`config.mk`:
```
export PLATFORM = sky130hd
export DESIGN_NAME = ssf_port
export DESIGN_NICKNAME = d
export VERILOG_FILES = /design/src/hdl/ssf_pkg.sv /design/src/hdl/ssf_fifo.sv /design/src/hdl/ssf_port.sv
export SDC_FILE = /design/constraint.sdc
export NUM_CORES = 1
export LEC_CHECK = 0
export BUFFER_PORTS_ARGS = -buffer_cell sky130_fd_sc_hd__buf_2
export CAP_MARGIN = 30
export CORE_MARGIN = 2
export CORE_UTILIZATION = 60
export CTS_CLUSTER_DIAMETER = 40
export DETAILED_ROUTE_END_ITERATION = 10
export PLACE_DENSITY_LB_ADDON = 0.05
export SYNTH_ARGS = -nofsm -noshare
export SYNTH_HDL_FRONTEND = slang
export SYNTH_SLANG_ARGS = --single-unit
```
`constraint.sdc`:
```
create_clock -name ref_clk -period 10.1 [get_ports ref_clk]
set_input_delay 2.02 -clock ref_clk [delete_from_list [all_inputs] [get_ports ref_clk]]
set_output_delay 2.02 -clock ref_clk [all_outputs]
set_load 0.01 [all_outputs]
```
`src/hdl/ssf_pkg.sv`:
```
/*
 * constants, field layout and carrier types of the serial port status block.
 * assumes a 32-bit ahb-lite register bus and a 250 MHz ref_clk.
 */
package ssf_pkg;

    // ************************************************************
    // register map
    // ************************************************************
    localparam logic [31:0] SSF_ADDR_STATUS = 32'hffff0a00;
    localparam logic [31:0] SSF_ADDR_RXB = 32'hffff0a04;
    localparam logic [31:0] SSF_ADDR_TXB = 32'hffff0a08;
    localparam logic [31:0] SSF_ADDR_DIV = 32'hffff0a0c;

    // ************************************************************
    // status fields
    // ************************************************************
    localparam int SSF_BIT_REX = 11;
    localparam int SSF_RXL_HI = 10;
    localparam int SSF_RXL_LO = 8;
    localparam int SSF_BIT_OVF = 7;
    localparam int SSF_BIT_RXI = 6;
    localparam int SSF_BIT_TXI = 5;
    localparam int SSF_BIT_UFL = 4;
    localparam int SSF_TXL_HI = 3;
    localparam int SSF_TXL_LO = 1;
    localparam int SSF_BIT_SUM = 0;
    localparam int SSF_DIV_HI = 5;

    // ************************************************************
    // sizes and reset values
    // ************************************************************
    localparam logic [2:0] SSF_DEPTH = 3'h4;
    localparam logic [2:0] SSF_LAST_BIT = 3'h7;
    localparam logic [5:0] SSF_DIV_RST = 6'h1b;
    localparam logic [7:0] SSF_IDLE_BYTE = 8'h00;

    // ************************************************************
    // carrier types
    // ************************************************************
    typedef struct packed {
        logic [1:0] thr_mode;  // interrupt_threshold_mode
        logic xfer_mode;       // transfer_initiate_mode
        logic tx_flush;        // transmit_flush_control
        logic rx_flush;        // receive_flush_control
        logic master;
        logic cont;
        logic loopback;
    } ssf_ctrl_t;

    typedef struct packed {
        logic sclk_i;
        logic ss_n_i;
        logic mosi_i;
        logic miso_i;
    } ssf_pin_in_t;

    typedef struct packed {
        logic sclk_o;
        logic sclk_oe;
        logic ss_n_o;
        logic ss_n_oe;
        logic mosi_o;
        logic mosi_oe;
        logic miso_o;
        logic miso_oe;
    } ssf_pin_out_t;

    typedef struct packed {
        logic ovf;
        logic rxi;
        logic txi;
        logic ufl;
        logic sum;
    } ssf_flags_t;

    typedef enum logic [2:0] {
        SSF_ST_IDLE = 3'b001,
        SSF_ST_SHIFT = 3'b010,
        SSF_ST_GAP = 3'b100
    } ssf_state_t;

endpackage

```
`src/hdl/ssf_fifo.sv`:
```
/*
 * four-byte queue built as a shift register; head and level are flops.
 * assumes push is dropped by the caller's view when full; flush wins.
 */
`timescale 1ns/1ps
module ssf_fifo (
    // clock and reset
    input wire logic ref_clk,
    input wire logic nrst,
    // control
    input wire logic push,
    input wire logic [7:0] push_data,
    input wire logic pop,
    input wire logic flush,
    // state
    output logic [7:0] head,
    output logic [2:0] level
);
    import ssf_pkg::*;

    logic [7:0] slot_r [4];
    logic [7:0] slot_nxt [4];
    logic [2:0] level_r;
    logic [2:0] level_nxt;

    always_comb begin
        slot_nxt = slot_r;
        level_nxt = level_r;
        if (flush) begin
            level_nxt = 3'h0;
        end else begin
            if (pop && level_nxt != 3'h0) begin
                for (int i = 0; i < 3; i++) begin
                    slot_nxt[i] = slot_r[i+1];
                end
                level_nxt = level_nxt - 3'h1;
            end
            // a push into a full queue is lost unless a pop comes in the same cycle; the receive side flags ovf either way
            if (push && level_nxt != SSF_DEPTH) begin
                slot_nxt[level_nxt[1:0]] = push_data;
                level_nxt = level_nxt + 3'h1;
            end
        end
    end

    always_ff @(posedge ref_clk or negedge nrst) begin
        if (!nrst) begin
            for (int i = 0; i < 4; i++) begin
                slot_r[i] <= 8'h00;
            end
            level_r <= 3'h0;
        end else begin
            slot_r <= slot_nxt;
            level_r <= level_nxt;
        end
    end

    assign head = slot_r[0];
    assign level = level_r;
endmodule

```
`src/hdl/ssf_port.sv`:
```
/*
 * serial port status, data and divider registers with the byte shifter.
 * assumes one ahb-lite master and pins synchronous to ref_clk.
 */
// The implementer's own choice: the AHB-Lite register port.
`timescale 1ns/1ps
module ssf_port (
    // clock and reset
    input wire logic ref_clk,
    input wire logic nrst,
    // ahb-lite slave
    input wire logic hsel,
    input wire logic [31:0] haddr,
    input wire logic [1:0] htrans,
    input wire logic hwrite,
    input wire logic [2:0] hsize,
    input wire logic [31:0] hwdata,
    input wire logic hready,
    output logic hreadyout,
    output logic [31:0] hrdata,
    output logic hresp,
    // control bits held outside
    input wire ssf_pkg::ssf_ctrl_t ctrl,
    // serial pins
    input wire ssf_pkg::ssf_pin_in_t pin_in,
    output ssf_pkg::ssf_pin_out_t pin_out
);
    import ssf_pkg::*;

    // ************************************************************
    // bus decode
    // ************************************************************
    logic acc;
    logic nrst_q;
    logic st_rd;
    logic rxb_rd;
    logic wr_tx_r;
    logic wr_tx_nxt;
    logic wr_div_r;
    logic wr_div_nxt;
    logic [31:0] hrdata_r;
    logic [31:0] hrdata_nxt;
    logic [31:0] status_w;
    logic [5:0] div_r;
    logic [5:0] div_nxt;

    assign acc = hsel && htrans[1] && hready;
    assign st_rd = acc && !hwrite && haddr == SSF_ADDR_STATUS;
    assign rxb_rd = acc && !hwrite && haddr == SSF_ADDR_RXB;

    // ************************************************************
    // queues and flags
    // ************************************************************
    logic [7:0] rx_head;
    logic [2:0] rx_lvl;
    logic [7:0] tx_head;
    logic [2:0] tx_lvl;
    logic rx_push;
    logic [7:0] rx_byte;
    logic tx_pop;
    logic tx_push;
    logic byte_done;
    logic start;
    logic [2:0] thr;
    ssf_flags_t flags_r;
    ssf_flags_t flags_nxt;
    logic rex_r;
    logic rex_nxt;
    logic [1:0] tx_cnt_r;
    logic [1:0] tx_cnt_nxt;
    logic ev_ovf;
    logic ev_rxi;
    logic ev_txi;
    logic ev_ufl;

    assign thr = {1'b0, ctrl.thr_mode} + 3'h1;
    // writes vanish while flushing or when the queue is full
    assign tx_push = wr_tx_r && !ctrl.tx_flush && tx_lvl != SSF_DEPTH;

    ssf_fifo u_rx (
        .ref_clk(ref_clk),
        .nrst(nrst),
        .push(rx_push),
        .push_data(rx_byte),
        .pop(rxb_rd),
        .flush(ctrl.rx_flush),
        .head(rx_head),
        .level(rx_lvl)
    );

    ssf_fifo u_tx (
        .ref_clk(ref_clk),
        .nrst(nrst),
        .push(tx_push),
        .push_data(hwdata[7:0]),
        .pop(tx_pop),
        .flush(ctrl.tx_flush),
        .head(tx_head),
        .level(tx_lvl)
    );

    always_comb begin
        status_w = 32'h0000_0000;
        status_w[SSF_BIT_REX] = rex_r;
        status_w[SSF_RXL_HI:SSF_RXL_LO] = rx_lvl;
        status_w[SSF_BIT_OVF] = flags_r.ovf;
        status_w[SSF_BIT_RXI] = flags_r.rxi;
        status_w[SSF_BIT_TXI] = flags_r.txi;
        status_w[SSF_BIT_UFL] = flags_r.ufl;
        status_w[SSF_TXL_HI:SSF_TXL_LO] = tx_lvl;
        status_w[SSF_BIT_SUM] = flags_r.sum;
        hrdata_nxt = 32'h0000_0000;
        if (st_rd) begin
            hrdata_nxt = status_w;
        end else if (rxb_rd && rx_lvl != 3'h0) begin
            hrdata_nxt = {24'h00_0000, rx_head};
        end
        wr_tx_nxt = acc && hwrite && haddr == SSF_ADDR_TXB;
        wr_div_nxt = acc && hwrite && haddr == SSF_ADDR_DIV;
        div_nxt = wr_div_r ? hwdata[SSF_DIV_HI:0] : div_r;
    end

    always_comb begin
        // receive flush keeps bytes, ovf, rxi and sum out; txi and ufl still set their flags
        ev_ovf = byte_done && !ctrl.rx_flush && rx_lvl == SSF_DEPTH;
        ev_rxi = rx_push && !ctrl.xfer_mode && rx_lvl + 3'h1 >= thr;
        ev_txi = byte_done && ctrl.xfer_mode && tx_cnt_r == thr[1:0] - 2'h1;
        ev_ufl = start && tx_lvl == 3'h0;
        tx_cnt_nxt = tx_cnt_r;
        if (byte_done && ctrl.xfer_mode) begin
            tx_cnt_nxt = ev_txi ? 2'h0 : tx_cnt_r + 2'h1;
        end
        // a set in the clearing cycle wins over the read clear
        flags_nxt.ovf = ev_ovf || (flags_r.ovf && !st_rd);
        flags_nxt.rxi = ev_rxi || (flags_r.rxi && !st_rd);
        flags_nxt.txi = ev_txi || (flags_r.txi && !st_rd);
        flags_nxt.ufl = ev_ufl || (flags_r.ufl && !st_rd);
        flags_nxt.sum = (!ctrl.rx_flush && ((ev_ovf) || ev_rxi || ev_txi
            || (ev_ufl && !ctrl.tx_flush))) || (flags_r.sum && !st_rd);
        rex_nxt = rx_lvl > thr;
    end

    always_ff @(posedge ref_clk or negedge nrst) begin
        if (!nrst) begin
            hrdata_r <= 32'h0000_0000;
            wr_tx_r <= 1'b0;
            wr_div_r <= 1'b0;
            div_r <= SSF_DIV_RST;
            flags_r <= '0;
            rex_r <= 1'b0;
            tx_cnt_r <= 2'h0;
        end else begin
            hrdata_r <= hrdata_nxt;
            wr_tx_r <= wr_tx_nxt;
            wr_div_r <= wr_div_nxt;
            div_r <= div_nxt;
            flags_r <= flags_nxt;
            rex_r <= rex_nxt;
            tx_cnt_r <= tx_cnt_nxt;
        end
    end

    assign hrdata = hrdata_r;
    assign hreadyout = nrst_q;
    assign hresp = 1'b0;

    // ************************************************************
    // byte shifter
    // ************************************************************
    ssf_state_t st_r;
    ssf_state_t st_nxt;
    logic [5:0] cnt_r;
    logic [5:0] cnt_nxt;
    logic [7:0] sh_r;
    logic [7:0] sh_nxt;
    logic [2:0] bit_r;
    logic [2:0] bit_nxt;
    logic smp_r;
    logic smp_nxt;
    logic go_r;
    logic go_nxt;
    logic sclk_q;
    logic tick;
    logic rise;
    logic fall;
    logic rx_in;
    logic more;
    logic [7:0] load_byte;
    ssf_pin_out_t po_r;
    ssf_pin_out_t po_nxt;

    assign tick = cnt_r == div_r;
    assign rise = ctrl.master ? tick && !po_r.sclk_o : pin_in.sclk_i && !sclk_q;
    assign fall = ctrl.master ? tick && po_r.sclk_o : !pin_in.sclk_i && sclk_q;
    assign rx_in = !ctrl.master ? pin_in.mosi_i
        : (ctrl.loopback ? po_r.mosi_o : pin_in.miso_i);
    assign load_byte = tx_lvl != 3'h0 ? tx_head : SSF_IDLE_BYTE;
    // the current byte was popped at its start, so any level left is more data
    assign more = ctrl.master ? ctrl.cont && tx_lvl != 3'h0 : !pin_in.ss_n_i;

    always_comb begin
        st_nxt = st_r;
        cnt_nxt = (st_r == SSF_ST_IDLE || tick) ? 6'h00 : cnt_r + 6'h01;
        sh_nxt = sh_r;
        bit_nxt = bit_r;
        smp_nxt = smp_r;
        po_nxt = po_r;
        start = 1'b0;
        tx_pop = 1'b0;
        byte_done = 1'b0;
        rx_push = 1'b0;
        rx_byte = {sh_r[6:0], smp_r};
        // without transfer mode a receive read asks for the next byte
        go_nxt = go_r || (rxb_rd && !ctrl.xfer_mode);
        po_nxt.sclk_oe = ctrl.master;
        po_nxt.ss_n_oe = ctrl.master;
        po_nxt.mosi_oe = ctrl.master;
        po_nxt.miso_oe = !ctrl.master && !pin_in.ss_n_i;
        case (st_r)
            SSF_ST_IDLE: begin
                po_nxt.sclk_o = 1'b0;
                po_nxt.ss_n_o = 1'b1;
                if (ctrl.master ? (ctrl.xfer_mode ? tx_lvl != 3'h0 : go_r)
                    : !pin_in.ss_n_i) begin
                    start = 1'b1;
                    go_nxt = 1'b0;
                    tx_pop = 1'b1;
                    sh_nxt = load_byte;
                    bit_nxt = 3'h0;
                    po_nxt.ss_n_o = !ctrl.master;
                    st_nxt = SSF_ST_SHIFT;
                end
            end
            SSF_ST_SHIFT: begin
                if (ctrl.master && tick) begin
                    po_nxt.sclk_o = !po_r.sclk_o;
                end
                if (rise) begin
                    smp_nxt = rx_in;
                end
                if (fall) begin
                    sh_nxt = {sh_r[6:0], smp_r};
                    bit_nxt = bit_r + 3'h1;
                    if (bit_r == SSF_LAST_BIT) begin
                        byte_done = 1'b1;
                        rx_push = !ctrl.rx_flush;
                        if (more) begin
                            start = 1'b1;
                            tx_pop = 1'b1;
                            sh_nxt = load_byte;
                        end else begin
                            po_nxt.ss_n_o = 1'b1;
                            st_nxt = ctrl.master ? SSF_ST_GAP : SSF_ST_IDLE;
                        end
                    end
                end
                if (!ctrl.master && pin_in.ss_n_i) begin
                    st_nxt = SSF_ST_IDLE;
                end
            end
            SSF_ST_GAP: begin
                // one idle serial clock between single transfers
                if (tick) begin
                    po_nxt.sclk_o = !po_r.sclk_o;
                    if (po_r.sclk_o) begin
                        st_nxt = SSF_ST_IDLE;
                    end
                end
            end
            default: begin
                st_nxt = SSF_ST_IDLE;
            end
        endcase
        po_nxt.mosi_o = sh_nxt[7];
        po_nxt.miso_o = sh_nxt[7];
    end

    always_ff @(posedge ref_clk or negedge nrst) begin
        if (!nrst) begin
            nrst_q <= 1'b0;
            st_r <= SSF_ST_IDLE;
            cnt_r <= 6'h00;
            sh_r <= 8'h00;
            bit_r <= 3'h0;
            smp_r <= 1'b0;
            go_r <= 1'b0;
            sclk_q <= 1'b0;
            po_r <= '{ss_n_o: 1'b1, default: 1'b0};
        end else begin
            nrst_q <= 1'b1;
            st_r <= st_nxt;
            cnt_r <= cnt_nxt;
            sh_r <= sh_nxt;
            bit_r <= bit_nxt;
            smp_r <= smp_nxt;
            go_r <= go_nxt;
            sclk_q <= pin_in.sclk_i;
            po_r <= po_nxt;
        end
    end

    assign pin_out = po_r;
endmodule

```
==> results of run 1 <==
cell type report:
cell class | count | share of cell area [%]
flip-flops and latches | 126 | 42.03
multi-input cells | 461 | 40.58
clock buffers | 21 | 5.840
repair buffers | 82 | 5.591
well taps | 140 | 2.329
clock inverters | 11 | 1.880
inverters | 35 | 1.747
critical path: stages:
cell and delay (ns):
buf_2 0.10, nand4bb_1 0.19, or4_1 0.66, or3_1 0.51, nor2_4 0.33, xnor2_1 0.25, ha_1 0.30, or4b_2 0.59
or4_1 0.43, nand3_2 0.16, or3_1 0.40, a21oi_4 0.17, o2bb2a_4 0.24
cell usage after synthesis, types with 3 or more instances:
cell and instances:
a21o_1 13, a21oi_1 12, a221oi_1 8, a22o_1 7
a2bb2oi_1 14, a31oi_1 20, and2_1 4, and4_1 4
buf_2 8, buf_4 27, clkbuf_1 15, dfrtp_1 120
dfstp_2 6, ha_1 19, inv_1 33, mux2_2 19
mux2i_1 14, nand2_1 51, nand2b_1 4, nand3_1 31
nand4_1 5, nor2_1 65, nor3_1 12, nor4_1 4
o211ai_1 3, o21a_1 3, o21ai_0 23, o22ai_1 32
o31ai_1 3, or3_1 6, xnor2_1 9, xor2_1 8
power breakdown:
part	internal [mW]	total [mW]	switching, mW
logic	0.0710	0.174	0.103
clock network	0.380	0.598	0.217
registers	0.555	0.609	0.0539
per-layer routing:
metal  share of wire (%)  wire [um]
met1                  42       6175
met2                  51       7501
met3                 5.6        823
met4                 1.5        226
met5                   0          0
how the worst min path moves through the flow:
stage	from	end	slack (ns)	cells past startpoint
finish	rex_r	hrdata[11]	0.45	1
global route	rex_r	hrdata[11]	0.47	1
CTS	rex_r	hrdata[11]	0.45	1
detailed placement	rex_r	hrdata[11]	0.44	1
global placement	rex_r	hrdata[11]	0.43	1
floorplan	rex_r	hrdata[11]	0.43	1
kinds of logic (layout without fill, tap and decap cells):
logic type / after synthesis / in the layout / share of synthesized area, %
mux: 33 / 33 / 5.379
flops: 126 / 126 / 48.01
fa+ha+maj: 19 / 19 / 3.612
xor+xnor: 17 / 17 / 2.262
compound gates: 160 / 160 / 17.89
other cells: 2 / 22 / 0.1141
buf+inv: 87 / 149 / 6.767
simple gates: 210 / 210 / 15.97
through the flow:
stage	std cells	hold WS [ns]	setup slack (ns)	power, mW	cell area [sq um]
2_1_floorplan	674	0.4277	4.328	0.7325	6658
3_3_place_gp	843	0.4313	3.803	0.7835	6934
3_5_place_dp	844	0.4364	3.651	0.7906	6939
4_1_cts	876	0.4486	4.208	1.391	7520
5_1_grt	876	0.4687	4.004	1.452	7520
6_report	876	0.4466	4.168	1.381	7520
==> key figures, run 1 <==
Logic synthesis
  • Synth top area share: 45.62%
  • Register area share after synthesis: 48.01%
  • Post-synth ARST share: 100.0%
  • Post-Synthesis Cell Area: 0.006583 sq mm
  • Top_reg_cell synth: dfrtp_1
  • Synth top area cells: dfrtp_1, nor2_1, ha_1
  • Syn Area/Cell: 10.07 sq um
  • Synth warn: 0
  • Post-synthesis cell type count: 73
  • Yosys reg bits: 126
  • Number of synthesized flops with an enable pin: 0
  • Cell taking the most area after synthesis: dfrtp_1
  • Syn Inst Count: 654

Setup path
  • Worst r2r src: u_rx.level[0]
  • Critical setup path kind: in2reg
  • Crit path DAT: 6.36 ns
  • Crit path to: u_rx.slot_r[23]
  • CP max FO: 10
  • Crit. Startpoint: haddr[7]
  • Startpoint class of the critical path: primary input
  • End of the worst register-to-register path: u_rx.slot_r[23]
  • Reg2Reg Depth: 13
  • Reg2Reg Setup Slack: 6.07 ns
  • Worst EP required: 10.53 ns
  • Crit. End Element: flip-flop

Clock network
  • Max Root-Sink Buffers: 2
  • Clk sinks: 126
  • Hold_buf cts: 0
  • H-tree level count: 4
  • CTS Root Cell: clkbuf_8
  • Worst-Skew Late Latency: 0.54 ns
  • CTS tree: built
  • Postcts setup bufs: 0
  • CTS clk-pin slew, worst paths: 0.06 ns
  • CTS Buf Count: 17
  • CTS resizes: 0

Layout
  • Fin util: 69.67%
  • Most frequent cells in the layout: dfrtp_1, buf_2, nor2_1
  • Commonest non-fill, non-tap cell in the layout: dfrtp_1
  • Area of the multi-input gates: 0.003052 sq mm
  • Share of layout cells above drive strength 1: 21.20%
  • Register area: 0.003161 sq mm
  • Fin nets: 828
  • Area delta synth->final: 14.24%
  • FILL cells: 833
  • Antenna cells: 0

Timing
  • Slew Viols, Final: 0
  • Slew Limit Headroom: 43.95%
  • Setup TNS: 0 ns
  • Tightest Pin Transition: 0.8408 ns
  • Final hold violation count: 0
  • Minimum clock period: 5.932 ns
  • Crit share post-route: 58.73%
  • Max Clock Freq: 168.6 MHz
  • Final setup viols: 0
  • RSZ-0062 raised after global routing: false
  • Worst clock skew: 0.005879 ns

Floorplan
  • Initial core utilization: 60.99%
  • Top-Level Pins: 128
  • FP Rows: 38
  • Die Width: 108.7 um
  • Die Y: 108.7 um
  • Core region area: 0.01079 sq mm
  • Total die area: 0.01182 sq mm

Detailed routing
  • DR WL/cell: 16.81 um
  • DR pass1 iterations: 7
  • Final WL: 14.73 mm
  • Vias: 5,099
  • Antenna-violating nets left: 0
  • DRT iter0 DRCs: 249
  • Avg Vias per Cell: 5.821
  • Residual DRC: 0

Pwr
  • Peak supply drop: 0.1311 mV
  • Power per Cell Area: 183.7 mW/mm^2
  • P_leak: 3.641 nW

Global route
  • Met2 Resource Use GR: 46.83%
  • Vias in the first global route: 5,076
  • Largest net degree at the start of global routing: 68
  • Met3 Use GR: 7.173%
  • GRT Overall Usage: 27.15%
  • Initial antenna violation count: 0
  • Gr ovfl total: 0
  • First-pass GRT wire length: 24.52 mm
  • Busiest grt layer: met2
  • M1 GR Usage: 33.12%

Min path
  • HP Class: reg2reg

Placement
  • PortBufs: 78
  • Placer Congestion: 0.8836
  • Detailed Place HPWL: 10.61 mm

Flow run
  • Max-capacitance violation count: 0

Outcome
  • Status: finished clean
Power figures use the tool's default switching activity.
==> run 2: changes to the inputs <==
--- a/config.mk
+++ b/config.mk
@@ -8,7 +8,7 @@
 export BUFFER_PORTS_ARGS = -buffer_cell sky130_fd_sc_hd__buf_2
 export CAP_MARGIN = 30
 export CORE_MARGIN = 2
-export CORE_UTILIZATION = 60
+export CORE_UTILIZATION = 56
 export CTS_CLUSTER_DIAMETER = 40
 export DETAILED_ROUTE_END_ITERATION = 10
 export PLACE_DENSITY_LB_ADDON = 0.05
==> constraint.sdc (replaced) <==
create_clock -name ref_clk -period 6.1 [get_ports ref_clk]
set_input_delay 1.22 -clock ref_clk [delete_from_list [all_inputs] [get_ports ref_clk]]
set_output_delay 1.22 -clock ref_clk [all_outputs]
set_load 0.01 [all_outputs]
==> key figures, run 2 (synthesized netlist as in run 1, its figures left out) <==
Layout
  • Area of the multi-input gates: 0.003052 sq mm (unchanged)
  • Area delta synth->final: 14.50%
  • Antenna cells: 0 (unchanged)
  • Finished Cell Area: 0.007537 sq mm (+0.23%)
  • Most frequent cells in the layout: dfrtp_1, buf_2, nor2_1
  • Share of layout cells above drive strength 1: 20.95% (-0.24 points)
  • Register area: 0.003161 sq mm (unchanged)
  • Commonest non-fill, non-tap cell in the layout: dfrtp_1
  • Fin nets: 829 (+0.12%)
  • FILL cells: 917 (+10%)

Global route
  • Largest net degree at the start of global routing: 49 (-28%)
  • Gr ovfl total: 0 (unchanged)
  • GRT Overall Usage: 24.75% (-2.4 points)
  • Vias in the first global route: 5,056 (-0.39%)
  • First-pass GRT wire length: 25.00 mm (+2.0%)
  • Initial antenna violation count: 0 (unchanged)

Setup path
  • Critical setup path kind: in2reg
  • Reg2Reg Depth: 13 (unchanged)
  • Worst EP required: 6.40 ns (-4.13 ns)
  • Crit path DAT: 5.48 ns (-0.88 ns)
  • End of the worst register-to-register path: u_rx.slot_r[15]
  • Worst r2r src: u_rx.level[0]
  • CP max FO: 10 (unchanged)
  • Startpoint class of the critical path: primary input
  • Crit. Startpoint: haddr[7]
  • Reg2Reg Setup Slack: 2.10 ns (-3.97 ns)
  • Crit. End Element: flip-flop

Detailed routing
  • Avg Vias per Cell: 5.735 (-1.5%)
  • DR pass1 iterations: 4 (-3)
  • Final WL: 14.67 mm (-0.41%)
  • Vias: 5,035 (-1.3%)
  • DR WL/cell: 16.70 um (-0.63%)
  • Antenna-violating nets left: 0 (unchanged)
  • DRT iter0 DRCs: 320 (+29%)
  • Residual DRC: 0 (unchanged)

Pwr
  • Internal power: 1.667 mW (+66%)
  • Comb pwr share: 12.9% (+0.3 points)
  • Register share of total power: 44.4% (+0.3 points)
  • Clock power share: 42.7% (-0.6 points)
  • P_leak: 3.648 nW (+0.20%)
  • Net Sw Frac: 26.77% (-0.34 points)
  • Sw Pwr: 609.3 uW (+63%)
  • Power per Cell Area: 301.9 mW/mm^2 (+64%)
  • Peak supply drop: 0.3041 mV (+130%)

Placement
  • Placed Instance Area: 0.006970 sq mm (+0.45%)
  • Detailed Place HPWL: 10.69 mm (+0.80%)
  • PortBufs: 78 (unchanged)
  • Placer Congestion: 0.8592 (-2.8%)

Timing
  • Slew Limit Headroom: 45.41% (+1.5 points)
  • Final hold violation count: 0 (unchanged)
  • Minimum clock period: 5.179 ns
  • RSZ-0062 raised after global routing: false
  • Slew Viols, Final: 0 (unchanged)
  • Tightest Pin Transition: 0.7961 ns (-0.04465 ns)
  • Final setup viols: 0 (unchanged)
  • Max Clock Freq: 193.1 MHz
  • Crit share post-route: 84.91%
  • Worst clock skew: 0.005817 ns (-0.00006170 ns)
  • Setup TNS: 0 ns (unchanged)

Floorplan
  • Top-Level Pins: 128 (unchanged)
  • Core region area: 0.01147 sq mm (+6.2%)
  • FP Rows: 39 (+2.6%)
  • Total die area: 0.01264 sq mm (+6.9%)
  • Die Y: 112.4 um (+3.4%)
  • Die Width: 112.4 um (+3.4%)
  • Initial core utilization: 57.40% (-3.6 points)

Min path
  • HP Class: reg2reg
  • Min-Delay Endpoint: hrdata[11]
  • Min-Delay Startpoint: rex_r
  • Hold Crit Depth: 1 (unchanged)

Clock network
  • CTS tree: built
  • Hold_buf cts: 0 (unchanged)
  • Max Root-Sink Buffers: 2 (unchanged)
  • CTS clk-pin slew, worst paths: 0.05 ns (about the same)
  • CTS Root Cell: clkbuf_16
  • CTS resizes: 0 (unchanged)
  • H-tree level count: 4 (unchanged)
  • CTS Buf Count: 17 (unchanged)
  • Worst-Skew Late Latency: 0.41 ns (-0.13 ns)
  • Clk sinks: 126 (unchanged)
  • Postcts setup bufs: 0 (unchanged)

Flow run
  • Max-capacitance violation count: 0 (unchanged)

Outcome
  • Status: finished clean
## run 2: changes by cell type in the layout (fill, tap and decap cells not counted)
cell,delta
clkbuf_8,+1
clkinvlp_4,-1
buf_16,+1
bufinv_16,-1
clkbuf_16,+1
clkinv_2,-2
clkbuf_1,+1
clkinv_4,-1
## run 2: area by class of cell
cell class,count,area share (%)
clock inverters,6,1.129
inverters,35,1.743
multi-input cells,461,40.49
repair buffers,83,5.943
flip-flops and latches,126,41.93
well taps,143,2.374
clock buffers,24,6.391
## run 2: worst max path at each step
stage | slack (ns) | to
2_1_floorplan | 1.13 | u_rx.slot_r[15]
3_3_place_gp | 0.63 | u_rx.slot_r[23]
3_5_place_dp | 0.53 | u_rx.slot_r[23]
4_1_cts | 0.94 | u_rx.slot_r[23]
5_1_grt | 0.74 | u_rx.slot_r[15]
6_report | 0.92 | u_rx.slot_r[15]
## run 2: power groups by stage
stage,Clock (mW),Combinational (mW),Sequential [mW]
after CTS,0.983,0.295,1.01
final,0.971,0.293,1.01
after floorplan,0,0.222,0.990
after detailed placement,0,0.293,1.02
after global routing,1.02,0.333,1.03
after global placement,0,0.279,1.02
## run 2: worst max-delay path, stage by stage
cell	delay (ns)
buf_2	0.09
nand4bb_1	0.17
or4_1	0.66
or3_1	0.53
nor2_4	0.33
xnor2_1	0.24
ha_1	0.28
or4b_2	0.59
or4_1	0.44
nand3_2	0.16
or3_1	0.37
a21oi_4	0.16
o2bb2a_4	0.23
## run 2: routing by layer
layer  wire, um  global-route usage (%)  vias up  share of wire, %
met2       7387                   42.33      130                50
met3        762                   6.210       15               5.2
met1       6371                   31.61     2435                43
li1           -                       -     2455                 -
met5          0                       0        -                 0
met4        145                   6.667        0              0.99
## run 2: per-stage QoR
stage	utilization (%)	instances	power, mW	worst slack (ns)	hold WS [ns]
floorplan	-	674	1.213	1.128	0.4277
global placement	60.50	846	1.300	0.6283	0.4308
detailed placement	60.79	848	1.317	0.5309	0.4347
CTS	65.73	878	2.289	0.9380	0.4460
global route	65.73	878	2.376	0.7380	0.4844
finish	65.73	878	2.276	0.9206	0.4490
==> run 3: changes to the inputs <==
==> constraint.sdc (replaced) <==
create_clock -name ref_clk -period 5 [get_ports ref_clk]
set_input_delay 1 -clock ref_clk [delete_from_list [all_inputs] [get_ports ref_clk]]
set_output_delay 1 -clock ref_clk [all_outputs]
set_load 0.01 [all_outputs]
==> key figures, run 3 (synthesized netlist as in run 1, its figures left out) <==
Detailed routing
  • Avg Vias per Cell: 5.837 (+1.8%)
  • Vias: 5,166 (+2.6%)
  • Residual DRC: 0 (unchanged)
  • DRT iter0 DRCs: 350 (+9.4%)
  • DR WL/cell: 16.62 um (-0.53%)
  • Final WL: 14.71 mm (+0.27%)
  • DR pass1 iterations: 6 (+2)
  • Antenna-violating nets left: 0 (unchanged)

Clock network
  • CTS clk-pin slew, worst paths: 0.05 ns (about the same)
  • Max Root-Sink Buffers: 2 (unchanged)
  • Postcts setup bufs: 0 (unchanged)
  • CTS Buf Count: 17 (unchanged)
  • H-tree level count: 4 (unchanged)
  • Clk sinks: 126 (unchanged)
  • Worst-Skew Late Latency: 0.42 ns (about the same)
  • CTS resizes: 0 (unchanged)
  • CTS Root Cell: clkbuf_16
  • CTS tree: built
  • Hold_buf cts: 0 (unchanged)

Global route
  • Largest net degree at the start of global routing: 47 (-4.1%)
  • Gr ovfl total: 0 (unchanged)
  • GRT Overall Usage: 24.39% (-0.36 points)
  • First-pass GRT wire length: 24.43 mm (-2.3%)
  • Vias in the first global route: 5,045 (-0.22%)
  • Initial antenna violation count: 0 (unchanged)

Setup path
  • CP max FO: 9 (-1)
  • Startpoint class of the critical path: primary input
  • Crit. Startpoint: haddr[7]
  • Critical setup path kind: in2reg
  • Critical-path cell list: buf_2, nand4bb_1, or4_1, or3_1, nor2_4, xnor2_1, ha_1, or4b_2, or4_1, nand3_2, or3_1, a21oi_4, o2bb2a_4
  • Crit. End Element: flip-flop
  • Reg2Reg Setup Slack: 1.26 ns (-0.84 ns)
  • CP peak stage delay: 0.61 ns (-0.05 ns)
  • Crit path DAT: 4.91 ns (-0.57 ns)
  • Crit path to: u_rx.slot_r[23]
  • Worst r2r src: u_rx.level[0]
  • Reg2Reg Depth: 13 (unchanged)
  • End of the worst register-to-register path: u_rx.slot_r[23]
  • Worst EP required: 5.31 ns (-1.09 ns)
  • Slowest CP cell: or4_1

Placement
  • PortBufs: 78 (unchanged)
  • Placer Congestion: 0.8456 (-1.6%)
  • Detailed Place HPWL: 10.53 mm (-1.5%)
  • DP Cell Count: 853 (+0.59%)

Pwr
  • Overall Power: 2.847 mW (+25%)
  • Power per Cell Area: 374.6 mW/mm^2 (+24%)
  • P_leak: 3.690 nW (+1.1%)
  • Peak supply drop: 0.3233 mV (+6.3%)

Floorplan
  • Total die area: 0.01264 sq mm (unchanged)
  • Top-Level Pins: 128 (unchanged)
  • FP Rows: 39 (unchanged)
  • Core region area: 0.01147 sq mm (unchanged)
  • Die Width: 112.4 um (unchanged)
  • Die Y: 112.4 um (unchanged)
  • Initial core utilization: 57.40% (unchanged)

Timing
  • Max Clock Freq: 217.4 MHz
  • Minimum clock period: 4.600 ns
  • Slew Limit Headroom: 43.13% (-2.3 points)
  • Tightest Pin Transition: 0.8294 ns (+0.03324 ns)
  • RSZ-0062 raised after global routing: false
  • Worst clock skew: 0.006594 ns (+0.0007768 ns)
  • Final setup viols: 0 (unchanged)
  • Slew Viols, Final: 0 (unchanged)
  • Final hold violation count: 0 (unchanged)
  • Hold_ws: 0.4467 ns (-0.002355 ns)
  • Crit share post-route: 92.01%

Layout
  • Commonest non-fill, non-tap cell in the layout: dfrtp_1
  • Area delta synth->final: 15.45%
  • Finished Layout Cells: 885 (+0.80%)
  • Most frequent cells in the layout: dfrtp_1, buf_2, nor2_1
  • Fin nets: 834 (+0.60%)
  • Antenna cells: 0 (unchanged)
  • Share of layout cells above drive strength 1: 22.10% (+1.2 points)

Min path
  • HP Class: reg2reg

Outcome
  • Status: finished clean

Flow run
  • Max-capacitance violation count: 0 (unchanged)
run 3: cell count changes in the layout (fill, tap and decap cells not counted), sizes merged:
cell	change
buf	+5
bufinv	+1
clkbuf	-3
clkinv	+4
run 3: layout make-up:
cell class / instances / area (sq um)
timing repair buffer: 88 / 467.9
clock inverter: 11 / 138.9
tap: 143 / 178.9
clock buffer: 21 / 470.5
fill: 903 / 3867
inverter: 35 / 131.4
sequential: 126 / 3161
multi-input combinational: 461 / 3052
run 3: stage by stage:
stage / utilization, % / setup WS [ns] / cell area [sq um] / TNS (ns)
after floorplan: - / 0.2476 / 6658 / 0
after global placement: 60.96 / 0.06398 / 6990 / 0
after detailed placement: 60.96 / -0.003286 / 6990 / -0.003286
after CTS: 66.27 / 0.4311 / 7600 / 0
after global routing: 66.27 / 0.2316 / 7600 / 0
final: 66.27 / 0.3996 / 7600 / 0
run 3: routing by layer:
layer,vias to the layer above,global-route usage (%),wire (um)
met5,-,0,0
met4,0,7.236,122
met3,11,7.181,678
met2,136,40.40,7282
met1,2554,31.35,6621
li1,2465,-,-
run 3: power breakdown:
group / switching, mW / total, mW / internal (mW) / leakage, nW
Clock: 0.441 / 1.26 / 0.818 / 0.299
Sequential: 0.112 / 1.23 / 1.12 / 1.68
Combinational: 0.210 / 0.354 / 0.144 / 1.71
run 3: how the worst min path moves through the flow:
stage,startpoint,end,slack [ns],depth (start not counted)
2_1_floorplan,rex_r,hrdata[11],0.43,1
3_3_place_gp,rex_r,hrdata[11],0.43,1
3_5_place_dp,rex_r,hrdata[11],0.44,1
4_1_cts,rex_r,hrdata[11],0.45,1
5_1_grt,rex_r,hrdata[11],0.49,1
6_report,rex_r,hrdata[11],0.45,1
run 3: worst max-delay path, delay by kind of cell:
kind,cells,cell delay [ns]
simple gates,8,2.95
compound gates,2,0.39
fa+ha+maj,1,0.28
xor+xnor,1,0.19
buf+inv,1,0.10
